File: src/rtl/msc_pkg.sv
// Shared constants and types of the miscellaneous system control block.
package msc_pkg;
    localparam int ADDR_W = 8;
    localparam int DATA_W = 32;

    // Byte addresses of the registers.
    localparam logic [ADDR_W-1:0] OFF_MISC = 8'h0c;
    localparam logic [ADDR_W-1:0] OFF_EVT_STS = 8'h10;
    localparam logic [ADDR_W-1:0] OFF_EVT_CLR = 8'h14;
    localparam logic [ADDR_W-1:0] OFF_EVT_EN = 8'h18;

    // Control register layout, bit 7 down to bit 0.
    typedef struct packed {
        logic por;
        logic irq_pos_select;
        logic irq_neg_select;
        logic ext_irq_enable;
        logic mod_a_slow_select;
        logic mod_b_slow_select;
        logic bus_slow_select;
        logic watchdog_enable_bit;
    } msc_ctrl_t;

    localparam int CTRL_W = 8;
    localparam int BIT_POR = 7;
    localparam int BIT_WATCHDOG_ENABLE_BIT = 0;
    // Power-on value without the watchdog bit: flag set, pin enabled.
    localparam logic [CTRL_W-1:0] CTRL_POR_VAL = 8'h90;

    // Event bits of the interrupt status, clear and enable registers.
    localparam int EVT_W = 2;
    localparam int EVT_IRQ = 0;
    localparam int EVT_WOI = 1;

    localparam logic [1:0] RESP_OKAY = 2'h0;
    localparam logic [1:0] RESP_SLVERR = 2'h2;

    // Sensitivity codes {irq_pos_select, irq_neg_select}.
    localparam logic [1:0] SENS_LEVEL = 2'h0;
    localparam logic [1:0] SENS_FIRST = 2'h1;
    localparam logic [1:0] SENS_SECOND = 2'h2;

    localparam int PLM_PER_W = 13;
    localparam logic [PLM_PER_W-1:0] PLM_SLOW_PERIOD = 13'h1000;
    localparam logic [PLM_PER_W-1:0] PLM_FAST_PERIOD = 13'h0100;

    localparam int DIV_W = 4;
    localparam logic [DIV_W-1:0] SLOW_DIV_LAST = 4'hf;

    // Pin synchroniser lanes.
    localparam int PIN_W = 3;
    localparam int PIN_IRQ = 0;
    localparam int PIN_WOI = 1;
    localparam int PIN_XRST = 2;
    // Idle level of each lane: reset pin high, wired-OR low, pin high.
    localparam logic [PIN_W-1:0] PIN_IDLE = 3'h5;

    typedef enum logic [2:0] {
        SEL_MISC = 3'h0,
        SEL_STS = 3'h1,
        SEL_CLR = 3'h2,
        SEL_EN = 3'h3,
        SEL_NONE = 3'h4
    } msc_sel_t;

    typedef enum logic [1:0] {
        WR_IDLE = 2'b01,
        WR_RESP = 2'b10
    } msc_wr_state_t;
endpackage

File: src/rtl/msc_misc_ctrl.sv
// Miscellaneous system control register with AXI4-Lite access.
`timescale 1ns/1ns

module msc_misc_ctrl #(
    parameter logic WATCHDOG_ENABLE_BIT_OPTION = 1'b0
) (
    // Clock and reset
    input wire logic aclk,
    input wire logic aresetn,
    // AXI4-Lite slave
    input wire logic [msc_pkg::ADDR_W-1:0] s_axi_awaddr,
    input wire logic s_axi_awvalid,
    output logic s_axi_awready,
    input wire logic [msc_pkg::DATA_W-1:0] s_axi_wdata,
    input wire logic [3:0] s_axi_wstrb,
    input wire logic s_axi_wvalid,
    output logic s_axi_wready,
    output logic [1:0] s_axi_bresp,
    output logic s_axi_bvalid,
    input wire logic s_axi_bready,
    input wire logic [msc_pkg::ADDR_W-1:0] s_axi_araddr,
    input wire logic s_axi_arvalid,
    output logic s_axi_arready,
    output logic [msc_pkg::DATA_W-1:0] s_axi_rdata,
    output logic [1:0] s_axi_rresp,
    output logic s_axi_rvalid,
    input wire logic s_axi_rready,
    // Core-side inputs
    input wire logic cpu_irq_mask,
    input wire logic stop_enter,
    input wire logic watchdog_enable_bit_reset_req,
    // Pins
    input wire logic irq_pin,
    input wire logic wired_or_interrupt,
    input wire logic ext_reset_pin_n,
    // Outputs to the rest of the device
    output logic irq_request,
    output logic woi_request,
    output logic [msc_pkg::PLM_PER_W-1:0] mod_a_period,
    output logic [msc_pkg::PLM_PER_W-1:0] mod_b_period,
    output logic bus_tick,
    output logic watchdog_enable,
    output logic watchdog_clear,
    output logic irq
);
    import msc_pkg::*;

    function automatic msc_sel_t reg_sel(input logic [ADDR_W-1:0] a);
        case (a)
            OFF_MISC: reg_sel = SEL_MISC;
            OFF_EVT_STS: reg_sel = SEL_STS;
            OFF_EVT_CLR: reg_sel = SEL_CLR;
            OFF_EVT_EN: reg_sel = SEL_EN;
            default: reg_sel = SEL_NONE;
        endcase
    endfunction

    // Invert selects the wired-OR mapping, which mirrors the pin mapping.
    function automatic logic detect(input logic [1:0] mode, input logic cur,
                                    input logic prev, input logic invert);
        logic act_lvl;
        logic edge_a;
        logic edge_b;
        act_lvl = invert ? cur : ~cur;
        edge_a = invert ? (cur & ~prev) : (~cur & prev);
        edge_b = invert ? (~cur & prev) : (cur & ~prev);
        case (mode)
            SENS_LEVEL: detect = edge_a | act_lvl;
            SENS_FIRST: detect = edge_a;
            SENS_SECOND: detect = edge_b;
            default: detect = edge_a | edge_b;
        endcase
    endfunction

    msc_ctrl_t ctrl_r, ctrl_nxt;
    logic [EVT_W-1:0] sts_r, sts_nxt, en_r, en_nxt;
    logic [PIN_W-1:0] sync1_r, sync2_r;
    logic [1:0] prev_r, prev_nxt;
    msc_wr_state_t wst_r, wst_nxt;
    logic aw_got_r, aw_got_nxt, w_got_r, w_got_nxt;
    logic [ADDR_W-1:0] awaddr_r, awaddr_nxt;
    logic [CTRL_W-1:0] wdata_r, wdata_nxt;
    logic wstrb0_r, wstrb0_nxt;
    logic awready_r, awready_nxt, wready_r, wready_nxt;
    logic bvalid_r, bvalid_nxt;
    logic [1:0] bresp_r, bresp_nxt, rresp_r, rresp_nxt;
    logic arready_r, arready_nxt, rvalid_r, rvalid_nxt;
    logic [DATA_W-1:0] rdata_r, rdata_nxt;
    logic [DIV_W-1:0] div_r, div_nxt;
    logic tick_r, tick_nxt;
    logic irq_req_r, irq_req_nxt, woi_req_r, woi_req_nxt;
    logic wclr_r, wclr_nxt, irq_r, irq_nxt;
    logic [PLM_PER_W-1:0] per_a_r, per_a_nxt, per_b_r, per_b_nxt;
    logic ext_rst, rst_any, irq_hit, woi_hit;
    logic [1:0] mode;
    msc_sel_t wsel;
    msc_ctrl_t wfld;

    assign ext_rst = ~sync2_r[PIN_XRST];
    assign rst_any = ext_rst | watchdog_enable_bit_reset_req;
    assign mode = {ctrl_r.irq_pos_select, ctrl_r.irq_neg_select};
    assign wsel = reg_sel(awaddr_r);
    assign wfld = msc_ctrl_t'(wdata_r);

    always_comb begin
        ctrl_nxt = ctrl_r;
        sts_nxt = sts_r;
        en_nxt = en_r;
        wst_nxt = wst_r;
        aw_got_nxt = aw_got_r;
        w_got_nxt = w_got_r;
        awaddr_nxt = awaddr_r;
        wdata_nxt = wdata_r;
        wstrb0_nxt = wstrb0_r;
        bvalid_nxt = bvalid_r;
        bresp_nxt = bresp_r;
        arready_nxt = arready_r;
        rvalid_nxt = rvalid_r;
        rdata_nxt = rdata_r;
        rresp_nxt = rresp_r;
        wclr_nxt = 1'b0;
        prev_nxt = {sync2_r[PIN_WOI], sync2_r[PIN_IRQ]};

        // Address and data are taken in either order, then answered.
        if (s_axi_awvalid && awready_r) begin
            aw_got_nxt = 1'b1;
            awaddr_nxt = s_axi_awaddr;
        end
        if (s_axi_wvalid && wready_r) begin
            w_got_nxt = 1'b1;
            wdata_nxt = s_axi_wdata[CTRL_W-1:0];
            wstrb0_nxt = s_axi_wstrb[0];
        end
        case (wst_r)
            WR_IDLE: begin
                if (aw_got_r && w_got_r) begin
                    aw_got_nxt = 1'b0;
                    w_got_nxt = 1'b0;
                    bvalid_nxt = 1'b1;
                    wst_nxt = WR_RESP;
                    bresp_nxt = (wsel == SEL_NONE) ? RESP_SLVERR : RESP_OKAY;
                    if (wstrb0_r && wsel == SEL_MISC) begin
                        ctrl_nxt.por = ctrl_r.por & wdata_r[BIT_POR];
                        if (cpu_irq_mask) begin
                            ctrl_nxt.irq_pos_select = wfld.irq_pos_select;
                            ctrl_nxt.irq_neg_select = wfld.irq_neg_select;
                            ctrl_nxt.ext_irq_enable = wfld.ext_irq_enable;
                        end
                        ctrl_nxt.mod_a_slow_select = wfld.mod_a_slow_select;
                        ctrl_nxt.mod_b_slow_select = wfld.mod_b_slow_select;
                        ctrl_nxt.bus_slow_select = wfld.bus_slow_select;
                        if (wdata_r[BIT_WATCHDOG_ENABLE_BIT]) begin
                            ctrl_nxt.watchdog_enable_bit = 1'b1;
                            wclr_nxt = 1'b1;
                        end
                    end
                    if (wstrb0_r && wsel == SEL_CLR) begin
                        sts_nxt = sts_r & ~wdata_r[EVT_W-1:0];
                    end
                    if (wstrb0_r && wsel == SEL_EN) begin
                        en_nxt = wdata_r[EVT_W-1:0];
                    end
                end
            end
            WR_RESP: begin
                if (s_axi_bready) begin
                    bvalid_nxt = 1'b0;
                    wst_nxt = WR_IDLE;
                end
            end
            default: wst_nxt = WR_IDLE;
        endcase
        awready_nxt = (wst_nxt == WR_IDLE) && !aw_got_nxt;
        wready_nxt = (wst_nxt == WR_IDLE) && !w_got_nxt;

        if (s_axi_arvalid && arready_r) begin
            arready_nxt = 1'b0;
            rvalid_nxt = 1'b1;
            rresp_nxt = RESP_OKAY;
            case (reg_sel(s_axi_araddr))
                SEL_MISC: rdata_nxt = {{(DATA_W-CTRL_W){1'b0}}, ctrl_r};
                SEL_STS: rdata_nxt = {{(DATA_W-EVT_W){1'b0}}, sts_r};
                SEL_EN: rdata_nxt = {{(DATA_W-EVT_W){1'b0}}, en_r};
                SEL_CLR: rdata_nxt = '0;
                default: begin
                    rdata_nxt = '0;
                    rresp_nxt = RESP_SLVERR;
                end
            endcase
        end else if (rvalid_r && s_axi_rready) begin
            rvalid_nxt = 1'b0;
            arready_nxt = 1'b1;
        end

        // Stop wins over a write in the same cycle.
        if (stop_enter) begin
            ctrl_nxt.bus_slow_select = 1'b0;
        end
        // Pin or watchdog reset: everything but the power-on flag.
        if (rst_any) begin
            ctrl_nxt.irq_pos_select = 1'b0;
            ctrl_nxt.irq_neg_select = 1'b0;
            ctrl_nxt.ext_irq_enable = 1'b1;
            ctrl_nxt.mod_a_slow_select = 1'b0;
            ctrl_nxt.mod_b_slow_select = 1'b0;
            ctrl_nxt.bus_slow_select = 1'b0;
            ctrl_nxt.watchdog_enable_bit = WATCHDOG_ENABLE_BIT_OPTION;
        end

        // Events set after the clear, so a set in the same cycle survives.
        irq_hit = ctrl_r.ext_irq_enable
            & detect(mode, sync2_r[PIN_IRQ], prev_r[0], 1'b0);
        woi_hit = detect(mode, sync2_r[PIN_WOI], prev_r[1], 1'b1);
        irq_req_nxt = irq_hit;
        woi_req_nxt = woi_hit;
        sts_nxt[EVT_IRQ] = sts_nxt[EVT_IRQ] | irq_hit;
        sts_nxt[EVT_WOI] = sts_nxt[EVT_WOI] | woi_hit;
        irq_nxt = |(sts_nxt & en_nxt);

        // The selects act at once; no shadow copy is kept.
        per_a_nxt = ctrl_r.mod_a_slow_select ? PLM_SLOW_PERIOD
                                             : PLM_FAST_PERIOD;
        per_b_nxt = ctrl_r.mod_b_slow_select ? PLM_SLOW_PERIOD
                                             : PLM_FAST_PERIOD;
        div_nxt = ctrl_r.bus_slow_select ? div_r + 1'b1 : '0;
        tick_nxt = !ctrl_r.bus_slow_select || (div_r == SLOW_DIV_LAST);
    end

    // Pins pass two flip-flops before any logic reads them.
    always_ff @(posedge aclk) begin
        if (!aresetn) begin
            // Idle levels, so leaving reset fakes no wired-OR level or edge.
            sync1_r <= PIN_IDLE;
            sync2_r <= PIN_IDLE;
        end else begin
            sync1_r <= {ext_reset_pin_n, wired_or_interrupt, irq_pin};
            sync2_r <= sync1_r;
        end
    end

    always_ff @(posedge aclk) begin
        if (!aresetn) begin
            ctrl_r <= {CTRL_POR_VAL[CTRL_W-1:1], WATCHDOG_ENABLE_BIT_OPTION};
            sts_r <= '0;
            en_r <= '0;
            prev_r <= {PIN_IDLE[PIN_WOI], PIN_IDLE[PIN_IRQ]};
            wst_r <= WR_IDLE;
            aw_got_r <= 1'b0;
            w_got_r <= 1'b0;
            awaddr_r <= '0;
            wdata_r <= '0;
            wstrb0_r <= 1'b0;
            awready_r <= 1'b1;
            wready_r <= 1'b1;
            bvalid_r <= 1'b0;
            bresp_r <= RESP_OKAY;
            arready_r <= 1'b1;
            rvalid_r <= 1'b0;
            rdata_r <= '0;
            rresp_r <= RESP_OKAY;
            div_r <= '0;
            tick_r <= 1'b1;
            irq_req_r <= 1'b0;
            woi_req_r <= 1'b0;
            wclr_r <= 1'b0;
            irq_r <= 1'b0;
            per_a_r <= PLM_FAST_PERIOD;
            per_b_r <= PLM_FAST_PERIOD;
        end else begin
            ctrl_r <= ctrl_nxt;
            sts_r <= sts_nxt;
            en_r <= en_nxt;
            prev_r <= prev_nxt;
            wst_r <= wst_nxt;
            aw_got_r <= aw_got_nxt;
            w_got_r <= w_got_nxt;
            awaddr_r <= awaddr_nxt;
            wdata_r <= wdata_nxt;
            wstrb0_r <= wstrb0_nxt;
            awready_r <= awready_nxt;
            wready_r <= wready_nxt;
            bvalid_r <= bvalid_nxt;
            bresp_r <= bresp_nxt;
            arready_r <= arready_nxt;
            rvalid_r <= rvalid_nxt;
            rdata_r <= rdata_nxt;
            rresp_r <= rresp_nxt;
            div_r <= div_nxt;
            tick_r <= tick_nxt;
            irq_req_r <= irq_req_nxt;
            woi_req_r <= woi_req_nxt;
            wclr_r <= wclr_nxt;
            irq_r <= irq_nxt;
            per_a_r <= per_a_nxt;
            per_b_r <= per_b_nxt;
        end
    end

    assign s_axi_awready = awready_r;
    assign s_axi_wready = wready_r;
    assign s_axi_bvalid = bvalid_r;
    assign s_axi_bresp = bresp_r;
    assign s_axi_arready = arready_r;
    assign s_axi_rvalid = rvalid_r;
    assign s_axi_rdata = rdata_r;
    assign s_axi_rresp = rresp_r;
    assign irq_request = irq_req_r;
    assign woi_request = woi_req_r;
    assign mod_a_period = per_a_r;
    assign mod_b_period = per_b_r;
    assign bus_tick = tick_r;
    assign watchdog_enable = ctrl_r.watchdog_enable_bit;
    assign watchdog_clear = wclr_r;
    assign irq = irq_r;
endmodule

File: config.mk
export PLATFORM = sky130hd
export DESIGN_NAME = msc_misc_ctrl
export DESIGN_NICKNAME = d
export VERILOG_FILES = /design/src/rtl/msc_pkg.sv /design/src/rtl/msc_misc_ctrl.sv
export SDC_FILE = /design/constraint.sdc
export NUM_CORES = 1
export LEC_CHECK = 0
export ABC_AREA = 0
export BUFFER_PORTS_ARGS = -buffer_cell sky130_fd_sc_hd__buf_2
export CORE_UTILIZATION = 26
export CTS_CLUSTER_SIZE = 40
export DETAILED_ROUTE_END_ITERATION = 8
export GPL_TIMING_DRIVEN = 0
export PLACE_DENSITY = 0.61
export REMOVE_ABC_BUFFERS = 1
export SLEW_MARGIN = 30
export SYNTH_ARGS = -nofsm -noshare
export SYNTH_HDL_FRONTEND = slang
export SYNTH_SLANG_ARGS = --single-unit
File: constraint.sdc
create_clock -name aclk -period 2.23 [get_ports aclk]
set_clock_uncertainty 0.05 [all_clocks]
set_input_delay 0.446 -clock aclk [delete_from_list [all_inputs] [get_ports aclk]]
set_output_delay 0.446 -clock aclk [all_outputs]
set_load 0.01 [all_outputs]
==> run metrics, run 1 <==
vias in the first global route=2,095; GP Congestion=0.817; DRT Pass-1 Iters=4; Antenna Nets Post-Route=0; wire per inst=11.6 um; Hold Path Stages=2; Worst EP arrival=around 2.2 ns; R2R cell count=7; Seq/Total Area, Yosys=46.0%; Vias/cell=4.32; # nets final=481; Clock Path Buffers=2; CP max stage delay=0.52 ns; Avg Cell Area, Syn=8.68 um^2; # port buffers=62; HP Start=stop_enter; Hold WS=between 0.2 and 0.25 ns; Die Height=109 um; total CTS buffers=9; pin count of the biggest net entering global routing=32; maximum VDD drop=around 0.41 mV; Synth Cell Area=3000 um^2; first-pass GRT wire length=around 10,000 um; Die X=109 um; period utilization=93.0%; outcome=completed; H-Tree Depth=3; hpwl dp=4730 um; number of cells produced by synthesis=346; Hold Buf Count CTS=0; Max Cap Viol=0; final WL=6420 um; share of post-route cells with drive strength above 1=approximately a fifth; CTS tree=yes; Tmin final=2.07 ns; CP Capture Type=flip-flop; Diodes inserted=0; Overall Global Routing Usage=approximately 11%; Worst R2R Start=wst_r[1]$_SDFF_PN0_; 1st-iter DRT viols=between 100 and 150; Pleak=around 0.0015 uW; Max Fclk=482 MHz; class of the worst hold path=primary input to flip-flop; crit path kind=flip-flop to flip-flop; post-layout util=32.9%; Synth Register Bits=69; CP max-delay cell=or4_4; CP Cell Sequence=inv_1, ha_1, nand4_1, or4_4, o21ai_2, o211ai_1, o2bb2ai_1; Core Rows=38; vias after detailed routing=2,395; CP max FO=7; Ys Warns=0; Setup violations, final=0; grt ovf=0; worst reg2reg setup slack=0.16 ns; clk sinks=69; Least-Margin Pin Slew=around 0.73 ns; final-report hold violation count=0; area of the core=11,000 um^2; Crit path max-delay family=simple AND/OR/NAND/NOR gates; Startpoint Class=flip-flop; initial antenna violation count=0; DIE AREA=12,000 um^2; RSZ-0062 raised after global routing=false; relative slew slack=50.8%; Req. time, crit path=~2.4 ns; # IOs=138; most frequent cells in the layout=69 x dfxtp_1, 62 x buf_2, 52 x nand2_1; Synth cell types=42; root buf cell=clkbuf_16; Reg-to-Reg End=irq$_SDFF_PN0_; leading cell type in the layout, fill and taps excluded=dfxtp_1; initial core utilization=27.2%; Buf+Inv Stages, Crit Path=1; Max Slew Vio Count=0; drt drc=0; worst-skew pair later-pin latency=approximately 0.33 ns; pwr/cell area=928 nW/um^2; Layout area overhead=20.7%; Hold EP=ctrl_r[1]$_SDFFE_PP0P_; Reg clk slew, reported paths=0.06 ns
[Yosys cell counts]
| cell type | n | area share, % |
|---|---|---|
| xnor2_1 | 1 | 0.29 |
| and3_1 | 1 | 0.21 |
| nor2b_1 | 5 | 1.0 |
| nand4_1 | 3 | 0.62 |
| mux2i_1 | 5 | 1.7 |
| nor4_2 | 1 | 0.42 |
| nor4b_1 | 1 | 0.29 |
| a22o_1 | 4 | 1.2 |
| xor2_1 | 1 | 0.29 |
| or4_4 | 2 | 0.75 |
| nand4b_1 | 1 | 0.29 |
| clkbuf_1 | 9 | 1.1 |
| o31ai_1 | 1 | 0.25 |
| o21a_1 | 1 | 0.25 |
| or3b_1 | 1 | 0.29 |
| and2_1 | 7 | 1.5 |
| nand2b_1 | 9 | 1.9 |
| nor2_2 | 1 | 0.21 |
| nand2_1 | 52 | 6.5 |
| nor3_2 | 1 | 0.33 |
| or2_2 | 1 | 0.21 |
| a21oi_1 | 34 | 5.7 |
| dfxtp_1 | 69 | 46 |
| inv_1 | 12 | 1.5 |
| conb_1 | 1 | 0.12 |
| ha_1 | 6 | 2.5 |
| a32o_1 | 2 | 0.67 |
| a22oi_1 | 6 | 1.5 |
| nand3_1 | 13 | 2.2 |
| nor3_1 | 3 | 0.50 |
| o21ai_0 | 4 | 0.67 |
| a31oi_1 | 1 | 0.21 |
| or2_0 | 1 | 0.21 |
| buf_4 | 48 | 12 |
| nand3b_1 | 4 | 1.0 |
| a31o_2 | 1 | 0.29 |
| nor4_4 | 1 | 0.71 |
| a2111oi_0 | 2 | 0.58 |
| o2bb2ai_1 | 1 | 0.29 |
| o211ai_1 | 1 | 0.25 |
| nor2_1 | 27 | 3.4 |
| o21ai_2 | 1 | 0.29 |
[kinds of logic after synthesis]
group	count (synthesis)	synth area share, %
xor+xnor	2	0.583
fa+ha+maj	6	2.50
flops	69	46.0
buf+inv	69	14.6
simple gates	135	22.4
compound gates	59	12.1
other cells	1	0.125
mux	5	1.67
[report_power, final]
| part | leakage [uW] | switching, uW | internal [uW] |
|---|---|---|---|
| clock network | 0.000152 | 511 | 1010 |
| logic | 0.000835 | 264 | 152 |
| registers | 0.000563 | 98.1 | 1330 |
| total | 0.00155 | 872 | 2490 |
[layer usage]
metal  GRT usage, %  vias up  part of all wire [%]
li1               -     1191                     -
met1           13.7     1091                    46
met2           18.4      107                    46
met3           3.44        6                   6.7
met4           3.71        0                   1.0
met5              0        -                     0
[flip-flops by register name, summed over array words and instances, names as in the netlist, 2 cells and up]
signal and flops:
awaddr_r 8, s_axi_rdata 8, wdata_r 8, ctrl_r 7, div_r 4, sync1_r 3, sync2_r 3, en_r 2
mod_a_period 2, mod_b_period 2, prev_r 2, sts_r 2, wst_r 2
[worst max-delay path by stage]
stage                                         from                          end  slack, ns  cells after the start
after floorplan           awaddr_r[0]$_SDFFE_PN0P_          sts_r[1]$_SDFF_PN0_       0.34                      5
after global placement                     aresetn  s_axi_rdata[1]$_SDFFE_PN0P_      -0.30                      4
after detailed placement                   aresetn  s_axi_rdata[1]$_SDFFE_PN0P_      -0.04                      4
after CTS                      wst_r[1]$_SDFF_PN0_       ctrl_r[5]$_SDFFE_PP0P_       0.09                      7
after global routing           wst_r[1]$_SDFF_PN0_          sts_r[1]$_SDFF_PN0_       0.03                      7
final                          wst_r[1]$_SDFF_PN0_               irq$_SDFF_PN0_       0.16                      7
[timing repair]
item / in CTS / in global routing
gates resized for setup: 0 / 1
setup endpoints to repair: 0 / 8
buffers inserted: 0 / 1
[area by class of cell]
class / instances / area (um^2)
Timing Repair Buffer: 63 / 330
Multi-Input combinational cell: 255 / 1370
Clock buffer: 11 / 243
Clock inverter: 5 / 83.8
Sequential cell: 69 / 1380
Fill cell: 1165 / 7400
Tap cell: 140 / 175
Inverter: 12 / 45.0
[per-stage QoR]
step           power (uW)  worst slack (ns)  TNS, ns  std cells  area (um^2)
4_1_cts              3400            0.0862        0        554         3600
3_5_place_dp         1870           -0.0408  -0.0766        538         3270
5_1_grt              3540            0.0285        0        555         3630
6_report             3370             0.157        0        555         3630
3_3_place_gp         1850            -0.298   -0.594        538         3270
2_1_floorplan        1710             0.341        0        336         2790
No activity file was read; power rests on OpenSTA's default activity.
==> run 2: changes to the inputs <==
==> constraint.sdc (replaced) <==
create_clock -name aclk -period 2.4 [get_ports aclk]
set_clock_uncertainty 0.05 [all_clocks]
set_input_delay 0.48 -clock aclk [delete_from_list [all_inputs] [get_ports aclk]]
set_output_delay 0.48 -clock aclk [all_outputs]
set_load 0.01 [all_outputs]
==> run metrics, run 2 (synthesized netlist as in run 1, its figures left out) <==
DR WL met2=2920 um (-1.1%); Req. time, crit path=2.55 ns (+0.17 ns); pwr/cell area=869 nW/um^2 (-6.4%); Flop pwr share=42.4% (about the same); NetSw=808 uW (-7.4%); Hold WS=0.267 ns (+0.0333 ns); CTS tree=yes; Highest Signal Layer=met4; Startpoint Class=flip-flop; hpwl dp=4730 um (unchanged); Pleak=0.00154 uW (-0.57%); final WL=6350 um (-1.2%); routed wl met3=444 um (+3.0%); # IOs=138 (unchanged); worst-skew pair later-pin latency=0.33 ns (about the same); Reg clk slew, reported paths=0.06 ns (about the same); period utilization=88.9% (-4.1 points); fraction of power spent switching nets=25.8% (-0.069 points); wire per inst=11.5 um (-1.0%); drt drc=0 (unchanged); final setup margin=0.267 ns (+0.111 ns); relative slew slack=51.6% (+0.84 points); 1st-iter DRT viols=117 (+14%); DIE AREA=12,000 um^2 (unchanged); leading cell type in the layout, fill and taps excluded=dfxtp_1; DRT Pass-1 Iters=4 (unchanged); final-report hold violation count=0 (unchanged); CP max FO=9 (+2); most frequent cells in the layout=69 x dfxtp_1, 62 x buf_2, 52 x nand2_1; Tmin final=2.13 ns (+0.0594 ns); crit path kind=flip-flop to flip-flop; Worst EP arrival=2.28 ns (+0.06 ns); Clock Path Buffers=2 (unchanged); Cell Int Power=2320 uW (-7.1%); class of the worst hold path=primary input to flip-flop; Antenna Nets Post-Route=0 (unchanged); Least-Margin Pin Slew=0.720 ns (-0.0124 ns); initial antenna violation count=0 (unchanged); Die X=109 um (unchanged); Hold Buf Count CTS=0 (unchanged); outcome=completed; Die Height=109 um (unchanged); # fillers=1,165 (unchanged); Vias/cell=4.31 (-0.20%); Max Fclk=469 MHz (-2.8%); placed inst area=3270 um^2 (unchanged); Layout area overhead=19.8%; total power=3130 uW (-7.2%); maximum VDD drop=0.382 mV (-7.5%); H-Tree Depth=3 (unchanged); Clock power frac=45.4% (+0.2 points); root buf cell=clkbuf_16; RSZ-0062 raised after global routing=false; Setup violations, final=0 (unchanged); Max Slew Vio Count=0 (unchanged); initial core utilization=27.2% (unchanged); vias in the first global route=2,095 (unchanged); GP Congestion=0.817 (unchanged); area of the core=11,000 um^2 (unchanged); Overall Global Routing Usage=11.1% (unchanged); post-route cell area=3600 um^2 (-0.79%); Diodes inserted=0 (unchanged); met1 WL=2920 um (-1.9%); # nets final=480 (-0.21%); # port buffers=62 (unchanged); post-cts repair resize count=0 (unchanged); Logic pwr share=12.2% (-0.2 points); grt ovf=0 (unchanged); Setup TNS Final=0 ns (unchanged); vias after detailed routing=2,386 (-0.38%); pin count of the biggest net entering global routing=32 (unchanged); DP Worst Slack=0.0952 ns (+0.136 ns); share of post-route cells with drive strength above 1=21.0% (-0.19 points); Core Rows=38 (unchanged); first-pass GRT wire length=10,000 um (unchanged); clk sinks=69 (unchanged); CP Capture Type=flip-flop; Max Cap Viol=0 (unchanged); total CTS buffers=9 (unchanged); Post-CTS Setup Bufs=0 (unchanged)
## run 2: changes by cell type in the layout (fill, tap and decap cells not counted), sizes merged
cell  delta
buf      -1
## run 2: cell type report
| type | instances | area, um^2 | share of cell area [%] |
|---|---|---|---|
| clock buffers | 11 | 243 | 6.75 |
| repair buffers | 62 | 310 | 8.62 |
| clock inverters | 5 | 83.8 | 2.33 |
| inverters | 12 | 45.0 | 1.25 |
| well taps | 140 | 175 | 4.87 |
| multi-input cells | 255 | 1360 | 37.8 |
| flip-flops and latches | 69 | 1380 | 38.4 |
## run 2: per-stage QoR
step,util (%),instances
6_report,32.6,554
5_1_grt,32.6,554
4_1_cts,32.6,554
3_5_place_dp,29.7,538
3_3_place_gp,29.7,538
2_1_floorplan,-,336
## run 2: metal layers
metal | GRT usage [%] | up-vias
li1 | - | 1189
met1 | 13.7 | 1083
met2 | 18.4 | 108
met3 | 3.44 | 6
met4 | 3.71 | 0
met5 | 0 | -
## run 2: final timing paths
check | slack, ns | cells past startpoint | end | from
worst max-delay path | 0.27 | 7 | ctrl_r[5]$_SDFFE_PP0P_ | wst_r[1]$_SDFF_PN0_
worst min-delay path | 0.27 | 2 | ctrl_r[1]$_SDFFE_PP0P_ | stop_enter
worst max register to register | 0.27 | 7 | ctrl_r[5]$_SDFFE_PP0P_ | wst_r[1]$_SDFF_PN0_
worst min register to register | 0.36 | 1 | sync2_r[2]$_SDFF_PN1_ | sync1_r[2]$_SDFF_PN1_
## run 2: critical path, cell delays in order (launching register included)
cell,delay [ns]
dfxtp_1,0.33
inv_1,0.08
ha_1,0.26
nand4_1,0.25
nor4_4,0.68
nand2_1,0.18
nand2_1,0.11
a21oi_1,0.06
## run 2: power by group through the flow
| stage | Clock [uW] | Sequential, uW | Combinational (uW) |
|---|---|---|---|
| 6_report | 1420 | 1330 | 382 |
| 5_1_grt | 1500 | 1340 | 439 |
| 4_1_cts | 1450 | 1330 | 386 |
| 3_5_place_dp | 0 | 1350 | 384 |
| 3_3_place_gp | 0 | 1340 | 379 |
| 2_1_floorplan | 0 | 1340 | 245 |
